**src/ppc_regs.vh**
```
// Register offsets, field positions and reset values for the phase power configuration block
`ifndef PPC_REGS_VH
`define PPC_REGS_VH
`define PPC_OFS_CFG_ONE      8'h02
`define PPC_OFS_CFG_TWO      8'h03
`define PPC_OFS_FLAG_LO      8'h04
`define PPC_OFS_FLAG_HI      8'h05
`define PPC_CFG_ONE_MASK     8'h03
`define PPC_CFG_TWO_MASK     8'h0f
`define PPC_FLAG_MASK        16'hdf07
`define PPC_CFG_RST          8'h00
`define PPC_FLAG_RST         16'h0000
`define PPC_FML_LSB          0
`define PPC_FML_MSB          1
`define PPC_APP_BIT          0
`define PPC_WIR_LSB          1
`define PPC_WIR_MSB          2
`define PPC_OFM_BIT          3
`define PPC_FML_OWN          2'h0
`define PPC_FML_NEGC         2'h1
`define PPC_FML_NEGAC        2'h2
`define PPC_FML_AMC          2'h3
`define PPC_WIR_FOUR         2'h0
`define PPC_WIR_THREE        2'h1
`define PPC_WIR_THREEVI      2'h2
`define PPC_FLG_OVERRUN      15
`define PPC_FLG_DONE         14
`define PPC_FLG_DIR          12
`define PPC_FLG_MISSING_ZERO_CROSS_FLAG         11
`define PPC_FLG_LOWV         10
`define PPC_FLG_HIGHV        9
`define PPC_FLG_HIGHI        8
`define PPC_FLG_ACCOVF       2
`define PPC_FLG_CSUM         1
`define PPC_FLG_SUPPLY       0
`endif

```
**src/ppc_mult.v**
```verilog
// Registered signed multiplier used once per phase
module ppc_mult #(
  parameter W = 16
) (
  input  wire                   i_core_clk, // Core clock
  input  wire                   i_rst,      // Async reset, high
  input  wire                   i_en,       // Load strobe
  input  wire signed [W-1:0]    i_a,        // Current operand
  input  wire signed [W+1:0]    i_b,        // Voltage operand, two guard bits
  output reg  signed [2*W:0]    o_p         // Product
);
  // Full product; its top bit only repeats the sign for legal operands
  wire signed [2*W+1:0] prod = i_a * i_b;
  always @(posedge i_core_clk or posedge i_rst)
  begin
    if (i_rst)
      o_p <= {(2*W+1){1'b0}};
    else if (i_en)
      o_p <= prod[2*W:0];
  end
endmodule

```
**src/ppc_top.v**
```verilog
// Phase power formula, offset method, wiring coefficient and event flags
//
// Summary of operation
// - Formula code 00 makes each phase power its own current times its own voltage.
// - Formula code 01 makes phase B power its current times the negated phase C voltage.
// - Formula code 10 makes phase B power its current times minus the sum of phase A and C voltages.
// - Formula code 11 makes phase B power its current times phase A voltage minus phase C voltage.
// - Offset method bit 0 gives root of squared RMS current plus offset, bit 1 gives RMS plus offset.
// - The wiring field picks coefficient one for 00, three wire for 01, three voltages and currents for 10.
// - Overrun is flagged when a cycle starts before the last finished, done when a cycle completes.
`include "ppc_regs.vh"
module ppc_top #(
  parameter W = 16
) (
  input  wire                 i_core_clk,   // Core clock
  input  wire                 i_rst,        // Async reset, high
  input  wire                 i_wr,         // Register write strobe
  input  wire [7:0]           i_addr,       // Register offset
  input  wire [7:0]           i_wdata,      // Write data
  output reg  [7:0]           o_rdata,      // Read data
  input  wire                 i_start,      // Processing cycle start pulse
  input  wire signed [W-1:0]  i_ia,         // Phase A current
  input  wire signed [W-1:0]  i_ib,         // Phase B current
  input  wire signed [W-1:0]  i_ic,         // Phase C current
  input  wire signed [W-1:0]  i_va,         // Phase A voltage
  input  wire signed [W-1:0]  i_vb,         // Phase B voltage
  input  wire signed [W-1:0]  i_vc,         // Phase C voltage
  input  wire [W-1:0]         i_rms_current,// RMS current
  input  wire [W-1:0]         i_offset_term,// Offset term
  input  wire [7:0]           i_event_set,  // Set pulses for flags 12:8
  input  wire [2:0]           i_event_low,  // Set pulses for flags 2:0
  output reg  signed [2*W:0]  o_pa,         // Phase A power
  output reg  signed [2*W:0]  o_pb,         // Phase B power
  output reg  signed [2*W:0]  o_pc,         // Phase C power
  output reg  [2*W:0]         o_rms_current_adj,   // Offset corrected current
  output reg  [1:0]           o_wiring,     // Wiring coefficient select
  output reg                  o_app_sel,    // Application select
  output reg                  o_done,       // Results valid pulse
  output wire                 o_flag_active // Any flag set
);
  // ----------------------------------------------------------------
  // Configuration registers
  // ----------------------------------------------------------------
  reg [7:0]  operating_config_one;
  reg [7:0]  operating_config_two;
  reg [15:0] event_flag_register;
  reg        busy;
  wire [1:0] power_formula_select = operating_config_one[`PPC_FML_MSB:`PPC_FML_LSB];
  wire       offset_method_select = operating_config_two[`PPC_OFM_BIT];
  wire [1:0] wiring_coefficient_select = operating_config_two[`PPC_WIR_MSB:`PPC_WIR_LSB];

  // Write strobe aimed at one register offset
  function ppc_hit;
    input       wr;
    input [7:0] addr;
    input [7:0] ofs;
    begin
      ppc_hit = wr && (addr == ofs);
    end
  endfunction

  always @(posedge i_core_clk or posedge i_rst)
  begin
    if (i_rst)
    begin
      operating_config_one <= `PPC_CFG_RST;
      operating_config_two <= `PPC_CFG_RST;
    end
    else if (ppc_hit(i_wr, i_addr, `PPC_OFS_CFG_ONE))
      operating_config_one <= i_wdata & `PPC_CFG_ONE_MASK;
    else if (ppc_hit(i_wr, i_addr, `PPC_OFS_CFG_TWO))
      operating_config_two <= i_wdata & `PPC_CFG_TWO_MASK;
  end

  // ----------------------------------------------------------------
  // Phase B voltage operand per formula
  // ----------------------------------------------------------------
  // Two guard bits: minus A minus C reaches plus two full scales
  wire signed [W+1:0] va_x = {{2{i_va[W-1]}}, i_va};
  wire signed [W+1:0] vb_x = {{2{i_vb[W-1]}}, i_vb};
  wire signed [W+1:0] vc_x = {{2{i_vc[W-1]}}, i_vc};
  reg  signed [W+1:0] vb_sel;
  always @*
  begin
    case (power_formula_select)
      `PPC_FML_OWN:   vb_sel = vb_x;
      `PPC_FML_NEGC:  vb_sel = -vc_x;
      `PPC_FML_NEGAC: vb_sel = -va_x - vc_x;
      `PPC_FML_AMC:   vb_sel = va_x - vc_x;
      default:        vb_sel = vb_x;
    endcase
  end

  wire signed [2*W:0] pa_w;
  wire signed [2*W:0] pb_w;
  wire signed [2*W:0] pc_w;
  wire load = i_start && !busy;
  ppc_mult #(.W(W)) u_ma (.i_core_clk(i_core_clk), .i_rst(i_rst), .i_en(load), .i_a(i_ia), .i_b(va_x), .o_p(pa_w));
  ppc_mult #(.W(W)) u_mb (.i_core_clk(i_core_clk), .i_rst(i_rst), .i_en(load), .i_a(i_ib), .i_b(vb_sel), .o_p(pb_w));
  ppc_mult #(.W(W)) u_mc (.i_core_clk(i_core_clk), .i_rst(i_rst), .i_en(load), .i_a(i_ic), .i_b(vc_x), .o_p(pc_w));

  // ----------------------------------------------------------------
  // Offset method: bitwise integer square root of rms^2 + offset
  // ----------------------------------------------------------------
  function [W:0] ppc_isqrt;
    input [2*W+1:0] x;
    reg   [2*W+1:0] rem;
    reg   [2*W+1:0] bitv;
    reg   [2*W+1:0] res;
    integer k;
    begin
      rem  = x;
      res  = {(2*W+2){1'b0}};
      bitv = {2'b01, {(2*W){1'b0}}};
      for (k = 0; k <= W; k = k + 1)
      begin
        if (rem >= res + bitv)
        begin
          rem = rem - (res + bitv);
          res = (res >> 1) + bitv;
        end
        else
          res = res >> 1;
        bitv = bitv >> 2;
      end
      ppc_isqrt = res[W:0];
    end
  endfunction

  // Square kept at full width before it meets the offset
  wire [2*W-1:0] rms_sq = i_rms_current * i_rms_current;
  reg [2*W+1:0] sq_sum;
  reg [W:0]     root;
  always @*
  begin
    sq_sum = {2'b00, rms_sq} + {{(W+2){1'b0}}, i_offset_term};
    root   = ppc_isqrt(sq_sum);
  end

  // ----------------------------------------------------------------
  // Processing sequence and outputs
  // ----------------------------------------------------------------
  always @(posedge i_core_clk or posedge i_rst)
  begin
    if (i_rst)
    begin
      busy       <= 1'b0;
      o_pa       <= {(2*W+1){1'b0}};
      o_pb       <= {(2*W+1){1'b0}};
      o_pc       <= {(2*W+1){1'b0}};
      o_rms_current_adj <= {(2*W+1){1'b0}};
      o_wiring   <= `PPC_WIR_FOUR;
      o_app_sel  <= 1'b0;
      o_done     <= 1'b0;
    end
    else
    begin
      o_done <= 1'b0;
      if (load)
      begin
        busy  <= 1'b1;
        if (offset_method_select)
          o_rms_current_adj <= {{(W){1'b0}}, i_rms_current} + {{(W+1){1'b0}}, i_offset_term};
        else
          o_rms_current_adj <= {{(W){1'b0}}, root};
        o_wiring  <= wiring_coefficient_select;
        o_app_sel <= operating_config_two[`PPC_APP_BIT];
      end
      else if (busy)
      begin
        busy   <= 1'b0;
        o_pa   <= pa_w;
        o_pb   <= pb_w;
        o_pc   <= pc_w;
        o_done <= 1'b1;
      end
    end
  end

  // ----------------------------------------------------------------
  // Event flags: set wins over host clear
  // ----------------------------------------------------------------
  reg [15:0] set_vec;
  reg [15:0] clr_vec;
  always @*
  begin
    set_vec = 16'h0000;
    set_vec[`PPC_FLG_OVERRUN] = i_start && busy;
    set_vec[`PPC_FLG_DONE]    = o_done;
    set_vec[`PPC_FLG_DIR:`PPC_FLG_HIGHI]    = i_event_set[4:0];
    set_vec[`PPC_FLG_ACCOVF:`PPC_FLG_SUPPLY] = i_event_low;
    clr_vec = 16'h0000;
    if (ppc_hit(i_wr, i_addr, `PPC_OFS_FLAG_LO))
      clr_vec[7:0] = i_wdata;
    if (ppc_hit(i_wr, i_addr, `PPC_OFS_FLAG_HI))
      clr_vec[15:8] = i_wdata;
  end

  always @(posedge i_core_clk or posedge i_rst)
  begin
    if (i_rst)
      event_flag_register <= `PPC_FLAG_RST;
    else
      event_flag_register <= ((event_flag_register & ~clr_vec) | set_vec) & `PPC_FLAG_MASK;
  end

  assign o_flag_active = |event_flag_register;

  always @(posedge i_core_clk or posedge i_rst)
  begin
    if (i_rst)
      o_rdata <= 8'h00;
    else
    begin
      case (i_addr)
        `PPC_OFS_CFG_ONE: o_rdata <= operating_config_one;
        `PPC_OFS_CFG_TWO: o_rdata <= operating_config_two;
        `PPC_OFS_FLAG_LO: o_rdata <= event_flag_register[7:0];
        `PPC_OFS_FLAG_HI: o_rdata <= event_flag_register[15:8];
        default:          o_rdata <= 8'h00;
      endcase
    end
  end
endmodule

```
**config.mk**
```make
export PLATFORM = sky130hd
export DESIGN_NAME = ppc_top
export DESIGN_NICKNAME = d
export VERILOG_FILES = /design/src/ppc_mult.v /design/src/ppc_top.v
export VERILOG_INCLUDE_DIRS = /design/src
export SDC_FILE = /design/constraint.sdc
export NUM_CORES = 2
export LEC_CHECK = 0
export BUFFER_PORTS_ARGS = -buffer_cell sky130_fd_sc_hd__buf_4
export CAP_MARGIN = 10
export CORE_MARGIN = 4
export CORE_UTILIZATION = 25
export CTS_CLUSTER_DIAMETER = 40
export DETAILED_ROUTE_END_ITERATION = 8
export GPL_TIMING_DRIVEN = 1
export PLACE_DENSITY_LB_ADDON = 0.3
export SETUP_SLACK_MARGIN = 0.2
export SLEW_MARGIN = 20
export SYNTH_ARGS = -nofsm -noshare
export SYNTH_HDL_FRONTEND = slang
export SYNTH_HIERARCHICAL = 1
export SYNTH_SLANG_ARGS = --single-unit
```
**constraint.sdc**
```tcl
create_clock -name i_core_clk -period 11.2 [get_ports i_core_clk]
set_input_delay 0.56 -clock i_core_clk [delete_from_list [all_inputs] [get_ports i_core_clk]]
set_output_delay 0.56 -clock i_core_clk [all_outputs]
set_load 0.02 [all_outputs]
```
Word-level counts from Yosys, hierarchy flattened
Index checks and enable logic that the tools add are counted.

cells by class
  add/sub/neg operators = 54
  $mul = 4
  $lt $le $gt $ge = 17
  equal/unequal tests = 7
  mux-type cells = 41
  bitwise gates (word level) = 5
  reductions and logical operators = 11

operator list
  kind                    count
  $mux 34                 31
  $ge 34x34->1            16
  $sub 34x34->34          15
  $mul 16x16->32          3
  $pmux 18 s4             1
  $neg 16->18             2
  $add 33x11->34 const B  1
  $add 33x13->34 const B  1
  $add 33x15->34 const B  1
  $add 33x17->34 const B  1
  $add 33x19->34 const B  1
  $add 33x21->34 const B  1
  $add 33x23->34 const B  1
  $add 33x25->34 const B  1
  $add 33x27->34 const B  1
  $add 33x29->34 const B  1
  $add 33x3->34 const B   1
  $add 33x31->34 const B  1
  $add 33x5->34 const B   1
  $add 33x7->34 const B   1
  $add 33x9->34 const B   1
  $add 34x1->34 const B   1
  $add 34x11->34 const B  1
  $add 34x13->34 const B  1
  other kinds (39)        53

word-level totals
  register bits after elaboration = 260
  input bits = 159
  output and inout port bits = 145
  word-level logic and storage cells = 154

Longest topological paths before layout
  word-level depth = 53
  mapped depth = 269

Modules after synthesis
The synthesis kept the hierarchy.

by module, submodules not included
  module                times used  cells each  area an instance (µm²)  sequential area each (µm²)
  ppc_top               1           3679        29876.2                 3603.5
  ppc_mult at u_ma ...  2           1324        12095.4                 825.8
  ppc_mult at u_mc      1           1330        12099.1                 825.8

Least setup slack after synthesis
No wires, ideal clock.

  kind = input -> register
  start = input i_rms_current[4]
  end = register o_rms_current_adj[0]
  setup time = 0.123 ns
  arrival = 48.785 ns
  required time = 11.077 ns
  slack = -37.707 ns
  cell stages on the path = 258
  buffers on the path = 26
  path through = clkbuf_1 -> clkbuf_1 -> nand2_1 -> inv_1 -> fa_1 -> inv_1 -> fa_1 -> fa_1 -> inv_1 -> fa_1 -> fa_1 -> fa_1 -> ha_1 -> a21oi_1 -> nand2_1 -> a32o_1 -> o21ai_0 -> nand2_1 -> [... 222 more ...] -> a21o_1 -> a21o_1 -> a21oi_1 -> nand3_1 -> nand3b_1 -> nor4_4 -> buf_4 -> mux2_1 -> ha_1 -> a21o_1 -> a21oi_1 -> nor2_1 -> a211oi_1 -> o2111a_1 -> o2111ai_1 -> a2111oi_1 -> a2bb2oi_1 -> a21oi_1

on the way
  word-level cells in the longest chain between the ends = 53
  elaborated cells on any way between the ends = 101

ends and longest elaborated chain
  element                 RTL line                      RTL
  start: declaration      ppc_top.v:28                  input wire [W-1:0] i_rms_current,
  $mul 16x16->32 *        ppc_top.v:131                 wire [2*W-1:0] rms_sq = i_rms_current * i_rms_current;
  $add 32x16->33 *        ppc_top.v:136                 sq_sum = {2'b00, rms_sq} + {{(W+2){1'b0}}, i_offset_term};
  $ge 33x33->1            ppc_top.v:117                 if (rem >= res + bitv)
  $mux 33                 ppc_top.v:117
  $add 34x31->34          ppc_top.v:117, ppc_top.v:119
  $ge 34x34->1            ppc_top.v:117
  $mux 34                 ppc_top.v:117
  $add 34x29->34          ppc_top.v:117, ppc_top.v:119
  [... 37 more ...]       n/a
  $mux 34                 ppc_top.v:117
  $add 34x3->34           ppc_top.v:117, ppc_top.v:119
  $ge 34x34->1            ppc_top.v:117
  $mux 34                 ppc_top.v:117
  $add 34x1->34           n/a
  $ge 34x34->1            ppc_top.v:117
  $mux 17 *               ppc_top.v:117
  $mux 17 *               ppc_top.v:162                 if (offset_method_select)
  end signal: assignment  ppc_top.v:151                 o_rms_current_adj <= {(2*W+1){1'b0}};
  end signal: assignment  ppc_top.v:163                 o_rms_current_adj <= {{(W){1'b0}}, i_rms_current} + {{(W+1){1'b0}}, i_offset_term};
  end signal: assignment  ppc_top.v:165                 o_rms_current_adj <= {{(W){1'b0}}, root};
  end: declaration        ppc_top.v:35                  output reg [2*W:0] o_rms_current_adj,

Every way passes the cells marked *; elsewhere a longest branch is shown, timed or not.
A chain may end at the register's enable or synchronous reset.

Worst setup path after layout
  start = input i_rms_current[3]
  end = register o_rms_current_adj[0]

Same word-level chain as after synthesis.

==> results.txt <==
----------------------------------------------------
[Status]
  Failing checks ... negative setup slack
  Status ... complete, but fails checks

[Yosys]
  Area share of the leading cell type in the synthesized netlist ... 0.313
  Fraction of synthesis flops using an asynchronous set or reset pin ... 1.00
  Synthesis warning total ... 6
  Post-synthesis adder-cell area fraction ... 0.427
  Most used standard cell by instance count after synthesis ... inv_1
  Mux cell area share after synthesis ... 0.0437
  Register bit count reported by yosys ... 243
  Proportion of synthesized chip area in sequential cells ... 0.0919
  Top FF cell, synth ... dfrtp_1
  Post-Synthesis Mean Instance Area ... 8.64 um^2
  Cell type with the largest total area after synthesis ... fa_1
  Xor and xnor fraction of the mapped netlist area ... 0.0470
  Distinct cell type count after synthesis ... 131
  Fraction of the mapped netlist area in compound gates ... 0.128
  Number of cells produced by synthesis ... 7657
  Dominant combinational cell family by area after synthesis ... adder cells
  Number of enable flip-flop cells after synthesis ... 0
  Cell types occupying the most area after synthesis ... fa_1 (31%), ha_1 (11%), dfrtp_1 (9.2%)
  Fraction of the mapped netlist area in simple logic gates ... 0.162
  Most frequent cells after synthesis ... inv_1 (1480), fa_1 (1033), nand2_1 (777), ha_1 (603), and2_1 (485)
  Synth Cell Area ... 66200 um^2

[Timing]
  Relative slew slack ... 0.297
  Total setup violations reported at the end of the flow ... 12
  RSZ-0062 raised after global routing ... true
  Setup Skew ... 0.0401 ns
  Number of hold violations in the final report ... 0
  Setup TNS after final layout ... -169.20 ns
  Period utilisation layout ... 3.46
  Final critical-path setup slack ... -27.59 ns
  Max Freq ... 25.8 MHz
  Transition time at the pin with the least slew margin ... 1.05 ns
  Count of final max-slew check failures ... 0
  Clock period minus worst slack ... 38.79 ns
  Hold_ws ... 0.0792 ns

[Worst setup path]
  Largest incremental delay on the critical path ... 0.56 ns
  Critical-path maximum fanout ... 8
  Kind of critical path ... in2reg
  CP delay by family, top ... compound AO/OA/AOI/OAI gates
  Worst r2r dst ... u_mb/o_p[24]$_DFFE_PP0P_
  Flop-to-flop setup slack ... 3.29 ns
  Data required time of the critical path ... 11.76 ns
  Sort of element at the end of the critical path ... register
  Depth of the worst register-to-register path ... 23
  CP most frequent cell ... a21oi_2
  Crit-path slowest cell ... fa_1
  Sum of buffers and inverters on the critical path ... 22
  Reg2Reg Launch Point ... operating_config_one[1]$_DFFE_PP0P_
  Arrival @ worst endpoint ... 39.36 ns
  Nature of the critical path startpoint ... input pin

[Clock network]
  H-tree depth ... 2
  Clock-pin slew of the registers on the worst-case setup and hold paths ... 0.05 ns
  Buffers from clock root to sink, at most ... 3
  Clock insertion delay at the later pin of the skew report ... 0.69 ns
  Clock tree from TritonCTS ... yes
  Root buf cell ... clkbuf_16
  Clock Sinks ... 243
  Total CTS buffers ... 54

[Route]
  TritonRoute pass-1 iters ... 5
  Number of DRC violations after detailed-routing iteration 0 ... 2681
  Final ANT Viol Nets ... 0
  # DRC ... 0
  Avg Vias per Cell ... 4.55
  Final routed wire length divided by cell count ... 17.3 um
  Total length of routed wires ... 221000 um
  Via total after detailed routing ... 58235

[GRT]
  Aggregate global-route resource usage ... 0.162
  Remaining global-route overflow ... 0
  Vias in the first global route ... 63006
  Pin count of the biggest net entering global routing ... 95
  Initial antenna violation count ... 18
  First-pass GRT wire length ... 353000 um

[Floorplanning]
  Placeable core region ... 263000 um^2
  Standard-cell rows ... 188
  Number of top-level pins ... 304
  Die span in x ... 522 um
  Total Die Area ... 273000 um^2
  Vert. Die Dim ... 522 um
  Starting utilization of the core area ... 0.252

[Cells and area]
  Final #Nets ... 11019
  Share of cells above drive strength 1 ... 0.275
  Area Growth Syn to Fin ... 32.0%
  Layout Cells excl Fill ... 12793

[Placement]
  Number of cells after detailed placement ... 12407
  Number of buffers added on ports ... 282
  GPL Wtd Cong ... 0.889
  Setup slack at placement ... -29.44 ns
  HPWL Detailed ... 183000 um

[Hold path]
  Hold Path Class ... in2reg
  WHS Path Cells ... 2
  Endpoint, Worst Hold ... event_flag_register[10]$_DFF_PP0_
  Start point of the worst min-delay path ... i_event_set[2]

[Job]
  Number of max-cap violations ... 0

----------------------------------------------------
## metal layers
layer	vias to the layer above	global-route usage	routed length (um)
met5	-	0	69
met2	1050	0.284	109000
met3	269	0.0192	7520
li1	27717	-	-
met4	10	0.0453	6470
met1	29189	0.209	97300
## metrics by stage
stage / instance area (um^2) / util
floorplan: 67200 / -
global placement: 81400 / 0.309
detailed placement: 81400 / 0.309
CTS: 85900 / 0.327
global route: 87400 / 0.332
finish: 87400 / 0.332
## what timing repair did
action | 4_1_cts | 5_1_grt
buffers inserted | 193 | 76
resized for setup | 279 | 174
hold buffers | 5 | 0
gates cloned | 1 | 1
endpoints found under the hold margin | 9 | 0
setup endpoints to repair | 13 | 13
pin swaps | 149 | 166
## cell usage in the layout (no fill, tap or decap), types with 30 or more instances in the layout
master,count
clkbuf_16,55
o211ai_1,31
ha_4,38
buf_6,89
a21oi_2,60
nor2_1,345
o21bai_1,84
o21ai_0,146
nor3_1,74
mux2_2,201
a31oi_1,39
and3_1,40
dfrtp_1,241
nor2b_1,30
ha_1,559
nand4_1,61
o31ai_1,31
xnor2_1,237
a21o_1,140
xor2_1,101
o21a_1,41
o21ai_1,52
a21oi_1,290
and2_1,464
nand2_1,743
fa_1,1017
nand3_1,94
inv_1,1452
a211oi_1,39
buf_4,1630
nand2b_1,43
## how the worst max path moves through the flow
stage               slack, ns                                to               from  cells after the start
detailed placement     -29.44  o_rms_current_adj[0]$_DFFE_PP0P_   i_rms_current[5]                    226
global route           -29.90  o_rms_current_adj[0]$_DFFE_PP0P_   i_rms_current[1]                    241
CTS                    -27.16  o_rms_current_adj[0]$_DFFE_PP0P_   i_rms_current[6]                    236
global placement       -28.61  o_rms_current_adj[0]$_DFFE_PP0P_   i_rms_current[5]                    237
floorplan              -31.46  o_rms_current_adj[0]$_DFFE_PP0P_  i_rms_current[10]                    263
finish                 -27.59  o_rms_current_adj[0]$_DFFE_PP0P_   i_rms_current[3]                    241
## flip-flops by register name, indices dropped and copies added (netlist names)
register	cells
busy	1
operating_config_one	2
o_pb	33
u_ma/o_p	33
o_wiring	2
o_app_sel	1
u_mb/o_p	33
o_pc	33
o_rms_current_adj	17
o_pa	33
o_done	1
o_rdata	7
operating_config_two	4
u_mc/o_p	33
event_flag_register	10
## layout make-up
cell class              instances  area, um^2
flip-flops and latches        243        6090
multi-input cells            5673       55400
well taps                    3515        4400
clock buffers                  57        1370
clock inverters                43         526
diodes                         10        25.0
fillers                     27590      176000
inverters                    1493        5660
repair buffers               1759       13900
## kinds of logic after synthesis
group,after synthesis
other cells,1
compound gates,1260
xor+xnor,349
buf+inv,1757
simple gates,2157
fa+ha+maj,1636
flops,243
mux,254
Power is left out: the tool's default activity adds up to more than one toggle a clock period on the data nets, which glitch-free logic cannot reach.
